<file path="config.mk">
export PLATFORM = sky130hd
export DESIGN_NAME = wdd_watchdog
export DESIGN_NICKNAME = d
export VERILOG_FILES = /design/src/wdd_pkg.sv /design/src/wdd_watchdog.sv /design/src/wdd_tick_divider.sv
export VERILOG_INCLUDE_DIRS = /design/src
export SDC_FILE = /design/constraint.sdc
export NUM_CORES = 1
export LEC_CHECK = 0
export ABC_AREA = 1
export BUFFER_PORTS_ARGS = -buffer_cell sky130_fd_sc_hd__buf_2
export CORE_MARGIN = 2
export CORE_UTILIZATION = 31
export CTS_CLUSTER_SIZE = 12
export DETAILED_ROUTE_END_ITERATION = 10
export SLEW_MARGIN = 0
export SYNTH_ARGS = -nofsm -noshare
export SYNTH_HDL_FRONTEND = slang
export SYNTH_SLANG_ARGS = --single-unit
</file>
<file path="constraint.sdc">
create_clock -name core_clk -period 6.1 [get_ports core_clk]
set_clock_uncertainty 0.15 [all_clocks]
set_input_delay 0.305 -clock core_clk [delete_from_list [all_inputs] [get_ports core_clk]]
set_output_delay 0.305 -clock core_clk [all_outputs]
set_load 0.02 [all_outputs]
</file>
<file path="src/wdd_params.svh">
// Offsets, bit positions, reset values and counts of the watchdog time base
`ifndef WDD_PARAMS_SVH
`define WDD_PARAMS_SVH

`define WDD_OFS_DIV_CTRL   8'h00
`define WDD_OFS_PRESCALE   8'h01
`define WDD_OFS_IRQ_STATUS 8'h02
`define WDD_OFS_IRQ_MASK   8'h03

`define WDD_BIT_SEL_LSB    0
`define WDD_BIT_SEL_MID    1
`define WDD_BIT_EW_ENABLE  2
`define WDD_BIT_EW_FLAG    3
`define WDD_BIT_SEL_MSB    4
`define WDD_BIT_CLR_MODE   5

`define WDD_BIT_STS_EARLY  0
`define WDD_BIT_STS_SECOND 1

`define WDD_RST_DIV_CTRL   8'h00
`define WDD_RST_PRESCALE   4'h0
`define WDD_RST_STS        2'h0

`define WDD_BASE_COUNT     21'h000800
`define WDD_MAX_PRESCALE   4'h9

`endif

</file>
<file path="src/wdd_pkg.sv">
// Types shared by the watchdog time-base modules
`default_nettype none
package wdd_pkg;
  typedef enum logic [0:0] {
    PH_FIRST  = 1'b0,
    PH_SECOND = 1'b1
  } wdd_phase_type;
  typedef logic [2:0]  wdd_div_sel_type;
  typedef logic [3:0]  wdd_presc_sel_type;
  typedef logic [20:0] wdd_count_type;
endpackage
`default_nettype wire

</file>
<file path="src/wdd_watchdog.sv">
// Watchdog time base: divider, prescaled time-outs, early warning and registers
`include "wdd_params.svh"
`default_nettype none
module wdd_watchdog
  import wdd_pkg::*;
(
  // Clock and reset
  input  wire logic       core_clk,
  input  wire logic       rst,
  // Register port
  input  wire logic [7:0] regAddr,
  input  wire logic [7:0] regWrData,
  input  wire logic       regWrStb,
  input  wire logic       regRdStb,
  output var  logic [7:0] regRdData,
  // Watchdog side
  input  wire logic       slowOscillatorClock,
  input  wire logic       wdRestart,
  input  wire logic       vectorAck,
  // Events and interrupts
  output var  logic       earlyWarnIrq,
  output var  logic       secondTimeout,
  output var  logic       irq
);

  logic              oscS1_r, oscS2_r, oscS3_r;
  logic              slowTick;
  logic              countTick;
  logic              clrMode_r, ewEnable_r, ewFlag_r;
  wdd_div_sel_type   divSel_r;
  wdd_presc_sel_type presc_r;
  logic [1:0]        sts_r, mask_r;
  wdd_phase_type     phase_r;
  wdd_count_type     cnt_r;
  wdd_count_type     limit;
  logic              hit, firstEvt, secondEvt;
  logic              wrCtrl, wrSts, wrMask, wrPresc;
  logic              ewFlag_nxt;
  logic [1:0]        sts_nxt;

  // Reset image of the control register, sliced per field
  localparam logic [7:0] RstCtrl = `WDD_RST_DIV_CTRL;

  // Reserved codes fold onto the longest period
  function automatic wdd_count_type prescLimit(input wdd_presc_sel_type code);
    wdd_presc_sel_type c;
    c = (code > `WDD_MAX_PRESCALE) ? `WDD_MAX_PRESCALE : code;
    prescLimit = `WDD_BASE_COUNT << c;
  endfunction

  function automatic logic wrHit(input logic [7:0] ofs);
    wrHit = regWrStb && (regAddr == ofs);
  endfunction

  assign wrCtrl  = wrHit(`WDD_OFS_DIV_CTRL);
  assign wrPresc = wrHit(`WDD_OFS_PRESCALE);
  assign wrSts   = wrHit(`WDD_OFS_IRQ_STATUS);
  assign wrMask  = wrHit(`WDD_OFS_IRQ_MASK);

  // Pin passes two flops before edge detect
  always_ff @(posedge core_clk)
  begin
    if (rst)
    begin
      oscS1_r <= 1'b0;
      oscS2_r <= 1'b0;
      oscS3_r <= 1'b0;
    end
    else
    begin
      oscS1_r <= slowOscillatorClock;
      oscS2_r <= oscS1_r;
      oscS3_r <= oscS2_r;
    end
  end

  assign slowTick = oscS2_r && !oscS3_r;

  wdd_tick_divider uDiv (
    .core_clk  (core_clk),
    .rst       (rst),
    .slowTick  (slowTick),
    .divSel    (divSel_r),
    .countTick (countTick)
  );

  // Time-out counting, one interval per phase
  assign limit     = prescLimit(presc_r);
  assign hit       = countTick && (cnt_r + 21'h1 >= limit);
  assign firstEvt  = hit && (phase_r == PH_FIRST);
  assign secondEvt = hit && (phase_r == PH_SECOND);

  always_ff @(posedge core_clk)
  begin
    if (rst || wdRestart)
    begin
      cnt_r   <= 21'h0;
      phase_r <= PH_FIRST;
    end
    else if (hit)
    begin
      cnt_r <= 21'h0;
      case (phase_r)
        PH_FIRST:  phase_r <= PH_SECOND;
        PH_SECOND: phase_r <= PH_FIRST;
        default:   phase_r <= PH_FIRST;
      endcase
    end
    else if (countTick)
      cnt_r <= cnt_r + 21'h1;
  end

  // Control fields
  always_ff @(posedge core_clk)
  begin
    if (rst)
    begin
      clrMode_r  <= RstCtrl[`WDD_BIT_CLR_MODE];
      ewEnable_r <= RstCtrl[`WDD_BIT_EW_ENABLE];
      divSel_r   <= {RstCtrl[`WDD_BIT_SEL_MSB], RstCtrl[`WDD_BIT_SEL_MID],
                     RstCtrl[`WDD_BIT_SEL_LSB]};
      presc_r    <= `WDD_RST_PRESCALE;
      mask_r     <= `WDD_RST_STS;
    end
    else
    begin
      if (wrCtrl)
      begin
        clrMode_r  <= regWrData[`WDD_BIT_CLR_MODE];
        ewEnable_r <= regWrData[`WDD_BIT_EW_ENABLE];
        divSel_r   <= {regWrData[`WDD_BIT_SEL_MSB],
                       regWrData[`WDD_BIT_SEL_MID], regWrData[`WDD_BIT_SEL_LSB]};
      end
      if (wrPresc)
        presc_r <= regWrData[3:0];
      if (wrMask)
        mask_r <= regWrData[1:0];
    end
  end

  // Flag: set wins over any clear
  always_comb
  begin
    ewFlag_nxt = ewFlag_r;
    if (wrCtrl && regWrData[`WDD_BIT_EW_FLAG])
      ewFlag_nxt = 1'b0;
    if (vectorAck && !clrMode_r)
      ewFlag_nxt = 1'b0;
    if (firstEvt && ewEnable_r)
      ewFlag_nxt = 1'b1;
  end

  always_comb
  begin
    sts_nxt = sts_r;
    if (wrSts)
      sts_nxt = sts_r & ~regWrData[1:0];
    sts_nxt[`WDD_BIT_STS_EARLY]  = sts_nxt[`WDD_BIT_STS_EARLY] | firstEvt;
    sts_nxt[`WDD_BIT_STS_SECOND] = sts_nxt[`WDD_BIT_STS_SECOND] | secondEvt;
  end

  always_ff @(posedge core_clk)
  begin
    if (rst)
    begin
      ewFlag_r <= RstCtrl[`WDD_BIT_EW_FLAG];
      sts_r    <= `WDD_RST_STS;
    end
    else
    begin
      ewFlag_r <= ewFlag_nxt;
      sts_r    <= sts_nxt;
    end
  end

  // Outputs, all registered
  always_ff @(posedge core_clk)
  begin
    if (rst)
    begin
      earlyWarnIrq  <= 1'b0;
      secondTimeout <= 1'b0;
      irq           <= 1'b0;
    end
    else
    begin
      earlyWarnIrq  <= ewFlag_nxt && ewEnable_r;
      secondTimeout <= secondEvt;
      // New mask counts at once, so irq never lags a mask write
      irq           <= |(sts_nxt & (wrMask ? regWrData[1:0] : mask_r));
    end
  end

  // Read data one cycle after the strobe, zero otherwise
  always_ff @(posedge core_clk)
  begin
    if (rst || !regRdStb)
      regRdData <= 8'h00;
    else
      case (regAddr)
        `WDD_OFS_DIV_CTRL:   regRdData <= {2'h0, clrMode_r, divSel_r[2], ewFlag_r,
                                           ewEnable_r, divSel_r[1:0]};
        `WDD_OFS_PRESCALE:   regRdData <= {4'h0, presc_r};
        `WDD_OFS_IRQ_STATUS: regRdData <= {6'h00, sts_r};
        `WDD_OFS_IRQ_MASK:   regRdData <= {6'h00, mask_r};
        default:             regRdData <= 8'h00;
      endcase
  end
endmodule // wdd_watchdog
`default_nettype wire

</file>
<file path="src/wdd_tick_divider.sv">
// Odd divider of the slow oscillator ticks into watchdog count ticks
`default_nettype none
module wdd_tick_divider
  import wdd_pkg::*;
(
  // Clock and reset
  input  wire logic            core_clk,
  input  wire logic            rst,
  // Slow oscillator tick and selection
  input  wire logic            slowTick,
  input  wire wdd_div_sel_type divSel,
  // Divided tick
  output var  logic            countTick
);

  logic [3:0] divCnt_r;
  logic [3:0] divLast;
  // Checker helpers: slow ticks since the last count tick, clean while divSel held
  logic [3:0]      tickGap_r;
  logic            periodClean_r;
  wdd_div_sel_type divSelPrev_r;

  // Divide by 2*sel+1 gives 1,3,5..15
  assign divLast = {divSel, 1'b0};

  always_ff @(posedge core_clk)
  begin
    if (rst)
    begin
      divCnt_r  <= 4'h0;
      countTick <= 1'b0;
    end
    else if (slowTick)
    begin
      // Shrinking the divisor mid-count must not strand the counter
      if (divCnt_r >= divLast)
      begin
        divCnt_r  <= 4'h0;
        countTick <= 1'b1;
      end
      else
      begin
        divCnt_r  <= divCnt_r + 4'h1;
        countTick <= 1'b0;
      end
    end
    else
      countTick <= 1'b0;
  end

  always_ff @(posedge core_clk)
  begin
    if (rst)
      tickGap_r <= 4'h0;
    else if (countTick)
      tickGap_r <= {3'h0, slowTick};
    else if (slowTick)
      tickGap_r <= tickGap_r + 4'h1;
  end

  // A divisor change mid-count leaves one period of unknown length
  always_ff @(posedge core_clk)
  begin
    if (rst)
    begin
      divSelPrev_r  <= 3'h0;
      periodClean_r <= 1'b1;
    end
    else
    begin
      divSelPrev_r <= divSel;
      if (countTick)
        periodClean_r <= 1'b1;
      else if (divSel != divSelPrev_r)
        periodClean_r <= 1'b0;
    end
  end
endmodule // wdd_tick_divider
`default_nettype wire

</file>
==> insert_results.sql <==
INSERT INTO impl_metrics (metric_group, metric, value, unit) VALUES
('run_status', 'outcome', 'finished, final reports clean', ''),
('worst_setup_path', 'critPathLaunchType', 'register', ''),
('yosys', 'ys_top_cells_by_area', 'sky130_fd_sc_hd__dfxtp_1 (37%), sky130_fd_sc_hd__nand2_1 (14%), sky130_fd_sc_hd__ha_1 (6.9%)', ''),
('cells_and_area', 'final_cell_mix', 'sky130_fd_sc_hd__nand2_1 (105), sky130_fd_sc_hd__dfxtp_1 (53), sky130_fd_sc_hd__inv_1 (42), sky130_fd_sc_hd__nor2_1 (41), sky130_fd_sc_hd__a21oi_1 (32)', ''),
('clock_network', 'post_cts_resized', '0', ''),
('placement', 'placement.io_buffers', '29', ''),
('cells_and_area', 'finalNetCount', '463', ''),
('worst_setup_path', 'r2r_path_start', 'cnt_r[0]', ''),
('cells_and_area', 'areaGrowthSynthToFinish', '11.49', '%'),
('yosys', 'postSynthCellCount', '398', ''),
('placement', 'gp_routability_congestion', '0.7920', ''),
('pwr', 'vdd_ir_drop_max', '0.08022', 'mV'),
('timing', 'finalMaxSlewViolations', '0', ''),
('clock_network', 'cts-root-buf', 'sky130_fd_sc_hd__clkbuf_8', ''),
('clock_network', 'cts_inserted_buffers', '5', ''),
('timing', 'hold_viol', '0', ''),
('floorplan', 'initial_core_util', '31.54', '%'),
('routing', 'drc_errors', '0', ''),
('worst_setup_path', 'worstSetupEndpointType', 'register', ''),
('floorplan', 'core_area', '9153', 'sq um'),
('clock_network', 'count_of_hold_fix_buffers_inserted_at_cts', '0', ''),
('yosys', 'synth_edf_count', '0', ''),
('yosys', 'synth-async-reset-ratio', '0', '%'),
('routing', 'drt_iter0_drc', '103', ''),
('worst_setup_path', 'arrival', '3.43', 'ns'),
('yosys', 'synth.lib_cells_used.distinct', '39', ''),
('timing', 'final.min_clock_period', '3.426', 'ns'),
('clock_network', 'cts.path.max_buffers', '2', ''),
('floorplan', 'floorplan.die.width', '100.5', 'um'),
('timing', 'max_freq', '291.9', 'MHz'),
('timing', 'layout_worst_path_cycle_share', '56.16', '%'),
('yosys', 'count_of_state_elements_after_synthesis', '53', ''),
('worst_hold_path', 'min-delay-path-class', 'primary input to register', ''),
('worst_setup_path', 'crit_path_max_fanout', '21', ''),
('worst_setup_path', 'worstPathRequired', '6.10', 'ns'),
('cells_and_area', 'drive_gt1_share', '13.88', '%'),
('timing', 'tightestPinTransition', '0.8130', 'ns'),
('worst_setup_path', 'criticalPathCategory', 'register to register', ''),
('clock_network', 'worst_setup_hold_path_clk_slew', '0.11', 'ns'),
('timing', 'unrepaired_setup_endpoints_after_global_routing', 'false', ''),
('grt', 'number_of_global_route_vias_before_repair', '2424', ''),
('yosys', 'average_cell_area_after_synthesis', '7.253', 'sq um'),
('yosys', 'syn_area', '2887', 'sq um'),
('timing', 'setup_total_negative_slack', '0', 'ns'),
('grt', 'grt.total_usage', '13.47', '%'),
('worst_setup_path', 'crit_start', 'cnt_r[0]', ''),
('grt', 'grt_antenna_before_repair', '0', ''),
('clock_network', 'clock_tree_from_tritoncts', 'built', ''),
('pwr', 'sum_of_internal_switching_and_leakage_power', '596.5', 'uW'),
('routing', 'routed_wl', '6.137', 'mm'),
('cells_and_area', 'layout.cell_area.non_filler', '3218', 'sq um'),
('timing', 'final_setup_viols', '0', ''),
('grt', 'grt_first_pass_wirelength', '11.07', 'mm'),
('floorplan', 'die_area', '10100', 'sq um'),
('timing', 'max_slew_margin', '45.67', '%'),
('routing', 'viasPerCell', '4.660', ''),
('placement', 'hpwl', '4.611', 'mm'),
('grt', 'maximum_number_of_pins_on_one_net_before_global_route_repair', '26', ''),
('floorplan', 'ios', '34', ''),
('cells_and_area', 'final_common_cell', 'sky130_fd_sc_hd__nand2_1', ''),
('clock_network', 'cts.repair_timing.setup_buffer_count', '0', ''),
('pwr', 'static_leak', '1.368', 'nW'),
('yosys', 'number_of_warnings_reported_in_the_yosys_synthesis_log', '0', ''),
('routing', 'drt_pre_antenna_iters', '4', ''),
('cells_and_area', 'antenna_cells_inserted', '0', ''),
('floorplan', 'floorplan.rows', '35', ''),
('placement', 'dpl_cell_area', '3122', 'sq um'),
('yosys', 'synth_top_cell_area_share', '36.76', '%'),
('floorplan', 'fp.dieH', '100.5', 'um'),
('yosys', 'largest_area_contributor_in_the_synthesized_netlist', 'sky130_fd_sc_hd__dfxtp_1', ''),
('clock_network', 'cts_num_sinks', '53', '');
sequential cells by signal, summed over array words and instances, names as in the netlist:
register,cells
sts_r,2
regRdData,6
irq,1
uDiv.divCnt_r,4
earlyWarnIrq,1
cnt_r,21
mask_r,2
presc_r,4
ewFlag_r,1
secondTimeout,1
uDiv.countTick,1
phase_r,1
divSel_r,3
oscS1_r,1
oscS3_r,1
clrMode_r,1
ewEnable_r,1
oscS2_r,1
metal layers:
layer	track usage [%]	vias up	wire, um
met1	17.98	1118	2972
met5	0	-	0
met3	2.358	6	214
met4	3.793	0	73
met2	22.41	43	2876
li1	-	1331	-
power breakdown:
group / internal (mW) / leakage [nW] / switching, mW
Clock: 0.0924 / 0.0512 / 0.122
Combinational: 0.0103 / 0.889 / 0.0212
Sequential: 0.348 / 0.428 / 0.00271
Total: 0.451 / 1.37 / 0.145
final cells by class:
type,count,area [sq um]
clock buffer,6,82.58
clock inverter,2,13.76
fill,973,5934
inverter,44,165.2
multi-input combinational,291,1612
sequential,53,1061
tap,111,138.9
timing repair buffer,29,145.1
through the flow:
step	hold WS, ns	setup slack, ns	util, %	instances
after detailed placement	0.2530	2.687	34.11	528
after floorplan	0.2383	3.476	-	399
after CTS	0.05382	2.657	35.16	536
final	0.06192	2.674	35.16	536
after global placement	0.2441	2.753	34.11	528
after global routing	0.06188	2.341	35.16	536
path summary, 6_finish.rpt:
check / slack (ns) / depth (start not counted) / endpoint
setup / recovery: 2.67 / 18 / cnt_r[12]
hold / removal: 0.06 / 3 / oscS1_r
setup reg to reg: 2.67 / 18 / cnt_r[12]
hold reg to reg: 0.26 / 2 / oscS2_r
cells by family (layout without fill, tap and decap cells):
group,count (synthesis),after routing,synth area share (%)
AOI/OAI and AO/OA,61,61,11.70
xor gates and xnor gates,17,17,5.158
adders and majority gates,16,16,6.935
buffers and inverters,55,81,7.542
DFF,53,53,36.76
other,1,2,0.1299
and+or+nand+nor,195,195,31.77
cell usage after synthesis, types with 4 or more instances:
| master | instances |
|---|---|
| sky130_fd_sc_hd__nand2_1 | 105 |
| sky130_fd_sc_hd__dfxtp_1 | 53 |
| sky130_fd_sc_hd__inv_1 | 42 |
| sky130_fd_sc_hd__nor2_1 | 41 |
| sky130_fd_sc_hd__a21oi_1 | 32 |
| sky130_fd_sc_hd__o21ai_0 | 17 |
| sky130_fd_sc_hd__ha_1 | 16 |
| sky130_fd_sc_hd__nand3_1 | 16 |
| sky130_fd_sc_hd__xor2_1 | 14 |
| sky130_fd_sc_hd__nand4_1 | 8 |
| sky130_fd_sc_hd__clkbuf_1 | 5 |
| sky130_fd_sc_hd__nor3_1 | 4 |
| sky130_fd_sc_hd__nor3_2 | 4 |
worst max-delay path, stage by stage, from the launching register on:
cell and delay (ns):
sky130_fd_sc_hd__dfxtp_1 0.43, sky130_fd_sc_hd__ha_1 0.19, sky130_fd_sc_hd__nand2_1 0.08, sky130_fd_sc_hd__nor2_2 0.19, sky130_fd_sc_hd__nand4_1 0.19, sky130_fd_sc_hd__xor2_1 0.21, sky130_fd_sc_hd__inv_1 0.07, sky130_fd_sc_hd__ha_1 0.29
sky130_fd_sc_hd__nand2_1 0.07, sky130_fd_sc_hd__nor2_1 0.09, sky130_fd_sc_hd__nand2_1 0.05, sky130_fd_sc_hd__nand2_1 0.06, sky130_fd_sc_hd__nand2_1 0.04, sky130_fd_sc_hd__nand2_1 0.06, sky130_fd_sc_hd__nand2_1 0.07, sky130_fd_sc_hd__a21oi_1 0.21
sky130_fd_sc_hd__inv_1 0.09, sky130_fd_sc_hd__nand2_1 0.61, sky130_fd_sc_hd__a21oi_1 0.10
No activity file was read; power rests on OpenSTA's default activity.
